`src/design/cmd_decoder_regs.svh`:
```
// Constants of the status bus command decoder
`ifndef CMD_DECODER_REGS_SVH
`define CMD_DECODER_REGS_SVH

// ==========================================
// Timing
`define CLK_PERIOD_NS 20
`define GRANT_DELAY_NS 115
`define GRANT_DELAY_CYC ((`GRANT_DELAY_NS + `CLK_PERIOD_NS - 1) / `CLK_PERIOD_NS)

// ==========================================
// Reset and idle values
`define CMD_IDLE 7'h7f
`define STATUS_RESET 3'h7
// Grant high, qualifier low, strap low until the pins are seen
`define CTRL_RESET 3'h4

`endif

```
`src/design/cmd_decoder_pkg.sv`:
```
// Types shared by the status bus command decoder
package cmd_decoder_pkg;

  // Status codes as seen on the three status pins (bit 2 first)
  typedef enum logic [2:0] {
    ST_INT_ACK = 3'h0,
    ST_IO_READ = 3'h1,
    ST_IO_WRITE = 3'h2,
    ST_HALT = 3'h3,
    ST_CODE = 3'h4,
    ST_MEM_READ = 3'h5,
    ST_MEM_WRITE = 3'h6,
    ST_PASSIVE = 3'h7
  } status_t;

  // Machine cycle phases
  typedef enum logic [1:0] {PH_IDLE, PH_ADDR, PH_CMD, PH_DATA} phase_t;

  // Command strobes, all active low
  typedef struct packed {
    logic mem_read_n;
    logic mem_write_n;
    logic early_mem_write_n;
    logic io_read_n;
    logic io_write_n;
    logic early_io_write_n;
    logic int_ack_n;
  } cmd_t;

endpackage : cmd_decoder_pkg

```
`src/design/pin_sync.sv`:
```
// Two flip-flop synchroniser for pin inputs
`timescale 1ns/10ps
module pin_sync #(
  parameter int W = 1,
  parameter logic [W-1:0] INIT = '0
) (
  input wire logic clk,
  input wire logic resetn,
  input wire logic [W-1:0] pin,
  output logic [W-1:0] sync
);
  logic [W-1:0] meta_r;
  logic [W-1:0] sync_r;

  // First stage feeds only the second stage
  always_ff @(posedge clk or negedge resetn) begin
    if (!resetn) begin
      meta_r <= INIT;
      sync_r <= INIT;
    end else begin
      meta_r <= pin;
      sync_r <= meta_r;
    end
  end
  assign sync = sync_r;
endmodule : pin_sync

```
`src/design/grant_timer.sv`:
```
// Counts how long the bus grant has been held low
`timescale 1ns/10ps
module grant_timer #(
  parameter int CYCLES = 6
) (
  input wire logic clk,
  input wire logic resetn,
  input wire logic grant_n_s,
  output logic ready
);
  logic [7:0] cnt_r;
  logic [7:0] cnt_nxt;
  logic ready_r;
  logic ready_nxt;

  if (CYCLES < 1 || CYCLES > 255) begin : g_chk
    $error("grant_timer: CYCLES out of range");
  end

  // Count up while granted, restart as soon as the grant drops
  always_comb begin
    cnt_nxt = cnt_r;
    ready_nxt = 1'b0;
    if (grant_n_s) begin
      cnt_nxt = 8'h00;
    end else if (cnt_r < 8'(CYCLES)) begin
      cnt_nxt = cnt_r + 8'h01;
    end
    ready_nxt = !grant_n_s && (cnt_nxt >= 8'(CYCLES));
  end

  always_ff @(posedge clk or negedge resetn) begin
    if (!resetn) begin
      cnt_r <= 8'h00;
      ready_r <= 1'b0;
    end else begin
      cnt_r <= cnt_nxt;
      ready_r <= ready_nxt;
    end
  end
  assign ready = ready_r;
endmodule : grant_timer

```
`src/design/status_bus_command_decoder.sv`:
```
// Status decoder producing command strobes, latch strobe and transceiver controls
`timescale 1ns/10ps
`include "cmd_decoder_regs.svh"
module status_bus_command_decoder
  import cmd_decoder_pkg::*;
#(
  parameter int GRANT_CYCLES = `GRANT_DELAY_CYC
) (
  input wire logic clk,
  input wire logic resetn,
  input wire logic status_bit_zero_n,
  input wire logic status_bit_one_n,
  input wire logic status_bit_two_n,
  input wire logic bus_grant_n,
  input wire logic cmd_qualify,
  input wire logic io_bus_strap,
  output cmd_t cmd_n,
  output logic mem_cmd_oe,
  output logic io_cmd_oe,
  output logic addr_latch_strobe,
  output logic data_xcvr_enable,
  output logic xfer_direction,
  output logic cascade_periph_xcvr_enable_n
);

  // ==========================================
  // Pin synchronisers
  logic [2:0] status_s;
  logic grant_n_s;
  logic qualify_s;
  logic strap_s;
  logic grant_ready;

  // Status pins, idle value is passive
  pin_sync #(.W(3), .INIT(`STATUS_RESET)) u_status_sync (
    .clk(clk),
    .resetn(resetn),
    .pin({status_bit_two_n, status_bit_one_n, status_bit_zero_n}),
    .sync(status_s)
  );

  // Grant, qualifier and mode strap
  pin_sync #(.W(3), .INIT(`CTRL_RESET)) u_ctrl_sync (
    .clk(clk),
    .resetn(resetn),
    .pin({bus_grant_n, cmd_qualify, io_bus_strap}),
    .sync({grant_n_s, qualify_s, strap_s})
  );

  // Grant must stay low for the delay before memory commands, and I/O commands in system bus mode, are driven
  grant_timer #(.CYCLES(GRANT_CYCLES)) u_grant_timer (
    .clk(clk),
    .resetn(resetn),
    .grant_n_s(grant_n_s),
    .ready(grant_ready)
  );

  // ==========================================
  // Machine cycle sequencer
  phase_t phase_r;
  phase_t phase_nxt;
  status_t code_r;
  status_t code_nxt;
  logic io_mode_r;
  logic io_mode_nxt;
  logic passive_s;
  logic is_write;

  assign passive_s = (status_s == `STATUS_RESET);
  assign is_write = (status_s == ST_IO_WRITE) || (status_s == ST_MEM_WRITE);

  // Start one cycle after a non-passive code, end on passive
  always_comb begin
    phase_nxt = phase_r;
    code_nxt = code_r;
    io_mode_nxt = strap_s;
    unique case (phase_r)
      PH_IDLE: begin
        if (!passive_s) begin
          phase_nxt = PH_ADDR;
          code_nxt = status_t'(status_s);
        end
      end
      PH_ADDR: begin
        phase_nxt = passive_s ? PH_IDLE : PH_CMD;
      end
      PH_CMD: begin
        phase_nxt = passive_s ? PH_IDLE : PH_DATA;
      end
      PH_DATA: begin
        if (passive_s) begin
          phase_nxt = PH_IDLE;
        end
      end
    endcase
  end

  always_ff @(posedge clk or negedge resetn) begin
    if (!resetn) begin
      phase_r <= PH_IDLE;
      code_r <= ST_PASSIVE;
      io_mode_r <= 1'b0;
    end else begin
      phase_r <= phase_nxt;
      code_r <= code_nxt;
      io_mode_r <= io_mode_nxt;
    end
  end

  // ==========================================
  // Command and control generation
  cmd_t cmd_r;
  cmd_t cmd_nxt;
  logic ale_r;
  logic ale_nxt;
  logic den_r;
  logic den_nxt;
  logic dir_r;
  logic dir_nxt;
  logic shared_r;
  logic shared_nxt;
  logic mem_oe_r;
  logic mem_oe_nxt;
  logic io_oe_r;
  logic io_oe_nxt;
  logic live;
  logic early;
  logic late;
  logic mem_ok;
  logic io_ok;
  logic io_cycle;

  // Command phases follow the sequencer next state
  assign live = (phase_nxt == PH_CMD) || (phase_nxt == PH_DATA);
  assign early = live;
  assign late = (phase_nxt == PH_DATA);
  // Memory always waits for grant; I/O only in system bus mode
  assign mem_ok = grant_ready && qualify_s;
  assign io_ok = (io_mode_nxt || grant_ready) && qualify_s;
  assign io_cycle = (code_nxt == ST_IO_READ) || (code_nxt == ST_IO_WRITE)
    || (code_nxt == ST_INT_ACK);

  // Decode the latched code into strobes and controls
  always_comb begin
    cmd_nxt = `CMD_IDLE;
    ale_nxt = (phase_nxt == PH_ADDR);
    dir_nxt = dir_r;
    den_nxt = 1'b0;
    shared_nxt = io_mode_nxt;
    mem_oe_nxt = grant_ready;
    io_oe_nxt = io_mode_nxt || grant_ready;
    if (phase_nxt == PH_ADDR) begin
      dir_nxt = is_write;
      shared_nxt = io_mode_nxt || (status_s == ST_INT_ACK);
    end else if (phase_nxt == PH_IDLE) begin
      dir_nxt = 1'b0;
    end
    if (live) begin
      unique case (code_nxt)
        ST_INT_ACK: cmd_nxt.int_ack_n = !(io_ok && early);
        ST_IO_READ: cmd_nxt.io_read_n = !(io_ok && early);
        ST_IO_WRITE: begin
          cmd_nxt.early_io_write_n = !(io_ok && early);
          cmd_nxt.io_write_n = !(io_ok && late);
        end
        ST_CODE, ST_MEM_READ: cmd_nxt.mem_read_n = !(mem_ok && early);
        ST_MEM_WRITE: begin
          cmd_nxt.early_mem_write_n = !(mem_ok && early);
          cmd_nxt.mem_write_n = !(mem_ok && late);
        end
        ST_HALT, ST_PASSIVE: cmd_nxt = `CMD_IDLE;
      endcase
      if (code_nxt != ST_HALT && code_nxt != ST_PASSIVE) begin
        // In I/O bus mode the peripheral enable serves I/O cycles
        if (io_mode_nxt && io_cycle) begin
          shared_nxt = !(qualify_s && io_ok);
        end else begin
          den_nxt = (io_cycle ? io_ok : mem_ok) && qualify_s;
        end
      end
    end
  end

  always_ff @(posedge clk or negedge resetn) begin
    if (!resetn) begin
      cmd_r <= `CMD_IDLE;
      ale_r <= 1'b0;
      den_r <= 1'b0;
      dir_r <= 1'b0;
      shared_r <= 1'b0;
      mem_oe_r <= 1'b0;
      io_oe_r <= 1'b0;
    end else begin
      cmd_r <= cmd_nxt;
      ale_r <= ale_nxt;
      den_r <= den_nxt;
      dir_r <= dir_nxt;
      shared_r <= shared_nxt;
      mem_oe_r <= mem_oe_nxt;
      io_oe_r <= io_oe_nxt;
    end
  end

  // ==========================================
  // Outputs
  // Strobes drive their inactive level even when not qualified
  assign cmd_n = cmd_r;
  assign addr_latch_strobe = ale_r;
  assign data_xcvr_enable = den_r;
  assign xfer_direction = dir_r;
  assign cascade_periph_xcvr_enable_n = shared_r;
  // A raw grant release floats the gated drivers with no clock edge
  assign mem_cmd_oe = mem_oe_r && !bus_grant_n;
  assign io_cmd_oe = io_oe_r && (io_mode_r || !bus_grant_n);
endmodule : status_bus_command_decoder

```
`config.mk`:
```
export PLATFORM = sky130hd
export DESIGN_NAME = status_bus_command_decoder
export DESIGN_NICKNAME = d
export VERILOG_FILES = /design/src/design/cmd_decoder_pkg.sv /design/src/design/pin_sync.sv /design/src/design/grant_timer.sv /design/src/design/status_bus_command_decoder.sv
export VERILOG_INCLUDE_DIRS = /design/src /design/src/design
export SDC_FILE = /design/constraint.sdc
export NUM_CORES = 1
export LEC_CHECK = 0
export BUFFER_PORTS_ARGS = -buffer_cell sky130_fd_sc_hd__buf_2
export CORE_MARGIN = 8
export CORE_UTILIZATION = 49
export DETAILED_ROUTE_END_ITERATION = 16
export GPL_TIMING_DRIVEN = 0
export PLACE_DENSITY = 0.76
export SKIP_CTS_REPAIR_TIMING = 1
export SLEW_MARGIN = 5
export SYNTH_ARGS = -nofsm -noshare
export SYNTH_HDL_FRONTEND = slang
export SYNTH_SLANG_ARGS = --single-unit
```
`constraint.sdc`:
```
create_clock -name clk -period 1.6 [get_ports clk]
set_clock_uncertainty 0.05 [all_clocks]
set_input_delay 0.32 -clock clk [delete_from_list [all_inputs] [get_ports clk]]
set_output_delay 0.32 -clock clk [all_outputs]
set_load 0.005 [all_outputs]
```
==> flow_metrics.py <==
metrics = {
    "setup_path": {
        "reg2reg_to": "cmd_n[0]$_DFF_PN1_",
        "cp.depth": 5,
        "critPathBufInv": 2,
        "cp-startpoint": "phase_r[1]$_DFF_PN0_",
        "rrSetupSlack_ps": -110,
        "cpPeakStageDelay_ps": 510,
        "crit_path_cell_trace": "or2_1, buf_6, o22ai_4, inv_2, or4_4",
        "start_kind": "flop",
        "crit_path_end_kind": "flop",
        "endpoint": "cmd_n[0]$_DFF_PN1_",
        "rr_worst_depth": 5,
        "worstSetupPathType": "flop to flop",
        "cp_max_fo": 6,
        "r2r_start": "phase_r[1]$_DFF_PN0_",
        "critPathSlowestCell": "or4_4",
        "cp.arrival_ps": 1920,
        "critical_path.top_delay_family": "simple AND/OR/NAND/NOR gates",
        "worstPathRequired_ps": 1810,
    },
    "route": {
        "ant_nets": 0,
        "routed_wl_mm": 2.26,
        "wl_per_cell_um": 13.0,
        "drtIter0Drc": 46,
        "viasPerCell": 5.14,
        "drc": 0,
        "dr_total_vias": 894,
        "dr.pass1.iters": 4,
    },
    "timing": {
        "drv_slew": 0,
        "fmax_mhz": 584,
        "worst_slew_pin_slew_ps": 796,
        "fin_crit_ps": 1710,
        "final-hold-violation-count": 0,
        "setup_viol_count_final": 4,
        "rsz0062_at_grt": "yes",
        "fin_crit_sh_pct": 107,
        "setup_slack_ps": -113,
        "maxSlewHeadroom_pct": 46.9,
    },
    "min_path": {
        "hold_path.class": "input port to async pin",
    },
    "placement": {
        "hpwl_mm": 1.49,
        "dp_cells": 157,
        "io_buffers": 20,
        "dpl_worst_slack_ps": -125,
        "routabilityCongestion": 0.825,
    },
    "global_routing": {
        "grt_max_degree": 41,
        "gr-total-overflow": 0,
        "grt_pass1_wl_mm": 3.64,
        "grt_antenna_before_repair": 0,
        "first_global_vias": 840,
        "grtUsageTotal_pct": 9.47,
    },
    "power_and_ir_drop": {
        "powerDensity_nw_per_um2": 1100,
        "seqPwrFrac_pct": 61.7,
        "combPwrFrac_pct": 14.1,
        "p_total_uw": 1890,
        "ir_worst_vdd_v": 0.000955,
        "p_sw_share_pct": 24.9,
        "p_clk_share_pct": 24.2,
        "p_int_uw": 1420,
        "p_leak_uw": 0.000788,
        "netSwitchingPower_uw": 470,
    },
    "cts": {
        "cts-buffers-inserted": 5,
        "clock_latency_ps": 330,
        "cts-root-buf": "clkbuf_4",
        "cts_tree": "built",
        "clkSlewWorstSetupHoldPaths_ps": 110,
        "cts.sinks": 40,
        "clockBufferDepth": 2,
        "cts_max_level": 2,
    },
    "synthesis": {
        "postSynthCellCount": 106,
        "synthAdderAreaFrac_pct": 0.884,
        "synth_warnings": 0,
        "synth.distinct_cells": 31,
        "synth_area_um2": 1420,
        "synth-xor-area-share_pct": 0.619,
        "synth_top_family_by_area": "simple AND/OR/NAND/NOR gates",
        "synth_compound_area_share_pct": 8.49,
        "yosysSeqAreaShare_pct": 72.3,
        "syn-num-nets": 115,
        "synthSimpleGateAreaFrac_pct": 14.6,
        "avgSynthCellArea_um2": 13.4,
        "synth-seq-cells": 40,
        "synthMuxAreaShare_pct": 0.707,
    },
    "cells_and_area": {
        "drive_gt1_share_pct": 41.3,
        "nets": 151,
        "post-route-util_pct": 62.4,
        "final_common_cell": "dfrtp_1",
        "syn_to_final_growth_pct": 21.7,
        "final_cell_mix": "21 x dfrtp_1, 20 x buf_2, 18 x dfstp_2, 11 x nor2_1, 8 x a21oi_1",
        "antenna_cells": 0,
        "finalNonFillerCells": 174,
    },
    "floorplan": {
        "start_util_pct": 51.3,
        "io_pins": 21,
        "die_h_um": 69.7,
        "die_area_um2": 4860,
        "core_um2": 2760,
        "rows": 19,
        "die_x_um": 69.7,
    },
    "flow_run": {
        "drv_cap": 0,
    },
    "status": {
        "status": "complete, but fails checks",
        "violations": "setup timing",
    },
}
-- cells in the mapped netlist --
cell | n | area [µm²]
or4_1 | 1 | 7.51
inv_1 | 3 | 11.3
nor3_1 | 1 | 5.00
mux2i_1 | 1 | 10.0
o31ai_1 | 1 | 7.51
nand3b_1 | 1 | 7.51
inv_2 | 1 | 3.75
nand3_1 | 2 | 10.0
nor2_1 | 12 | 45.0
buf_6 | 1 | 11.3
dfrtp_1 | 22 | 551
and3_1 | 1 | 6.26
a221oi_1 | 1 | 8.76
o21ai_0 | 1 | 5.00
and4b_1 | 1 | 10.0
a21boi_0 | 1 | 7.51
dfstp_2 | 18 | 473
or4_4 | 1 | 11.3
nand2_1 | 7 | 26.3
nand4b_1 | 1 | 8.76
or2_1 | 1 | 6.26
o22a_2 | 1 | 10.0
a21oi_1 | 8 | 40.0
xnor2_1 | 1 | 8.76
nand4_1 | 3 | 18.8
nor2b_1 | 7 | 43.8
ha_1 | 1 | 12.5
buf_4 | 1 | 7.51
a31oi_1 | 1 | 6.26
a211oi_1 | 3 | 22.5
o22ai_2 | 1 | 12.5
-- metrics by stage --
step                      setup TNS (ps)  cell area [µm²]  hold slack, ps
final                               -183             1720            10.5
after global routing                -773             1720            3.74
after CTS                           -261             1620            4.66
after detailed placement            -179             1570             286
after global placement              -122             1570             284
after floorplan                    -58.4             1430           -25.6
-- flip-flops by register name (all words and copies together), names as in the netlist, 2 cells and up --
| register | flops |
|---|---|
| u_grant_timer.cnt_r | 8 |
| phase_r | 2 |
| u_ctrl_sync.meta_r | 3 |
| u_status_sync.sync | 3 |
| cmd_n | 7 |
| code_r | 3 |
| u_ctrl_sync.sync | 3 |
| u_status_sync.meta_r | 3 |
-- power groups by stage --
stage	Clock [µW]	Sequential, µW	Combinational [µW]
3_3_place_gp	0	1180	207
5_1_grt	532	1170	296
2_1_floorplan	0	1170	142
4_1_cts	479	1160	216
3_5_place_dp	0	1180	216
6_report	458	1170	266
-- cell type report --
class,count,area (µm²)
plain buffers,2,18.8
clock buffers,7,45.0
clock inverters,1,5.00
fillers,210,1040
inverters,4,15.0
multi-input cells,60,397
flip-flops and latches,40,1020
well taps,31,38.8
repair buffers,29,178
-- per-layer routing --
| layer | share of wire, % | vias to the layer above | track usage [%] | wire (µm) |
|---|---|---|---|---|
| li1 | - | 437 | - | - |
| met4 | 1.0 | 0 | 5.36 | 23 |
| met1 | 44 | 425 | 10.6 | 1010 |
| met5 | 0 | - | 0 | 0 |
| met2 | 44 | 30 | 13.2 | 1010 |
| met3 | 9.9 | 2 | 6.29 | 224 |
-- worst min path at each step --
stage / end / slack, ps / depth (start not counted)
finish: u_grant_timer.ready$_DFF_PN0_ / 10 / 1
global route: u_ctrl_sync.meta_r[0]$_DFF_PN0_ / 4 / 1
detailed placement: u_ctrl_sync.sync[0]$_DFF_PN0_ / 290 / 0
global placement: u_ctrl_sync.sync[0]$_DFF_PN0_ / 280 / 0
CTS: u_ctrl_sync.meta_r[0]$_DFF_PN0_ / 5 / 1
floorplan: addr_latch_strobe$_DFF_PN0_ / -30 / 0
-- cell families after synthesis --
logic type / Yosys count
and+or+nand+nor: 39
AOI/OAI and AO/OA: 18
buffers and inverters: 6
muxes: 1
DFF: 40
xor gates and xnor gates: 1
adders and majority gates: 1
Power figures use the tool's default switching activity.
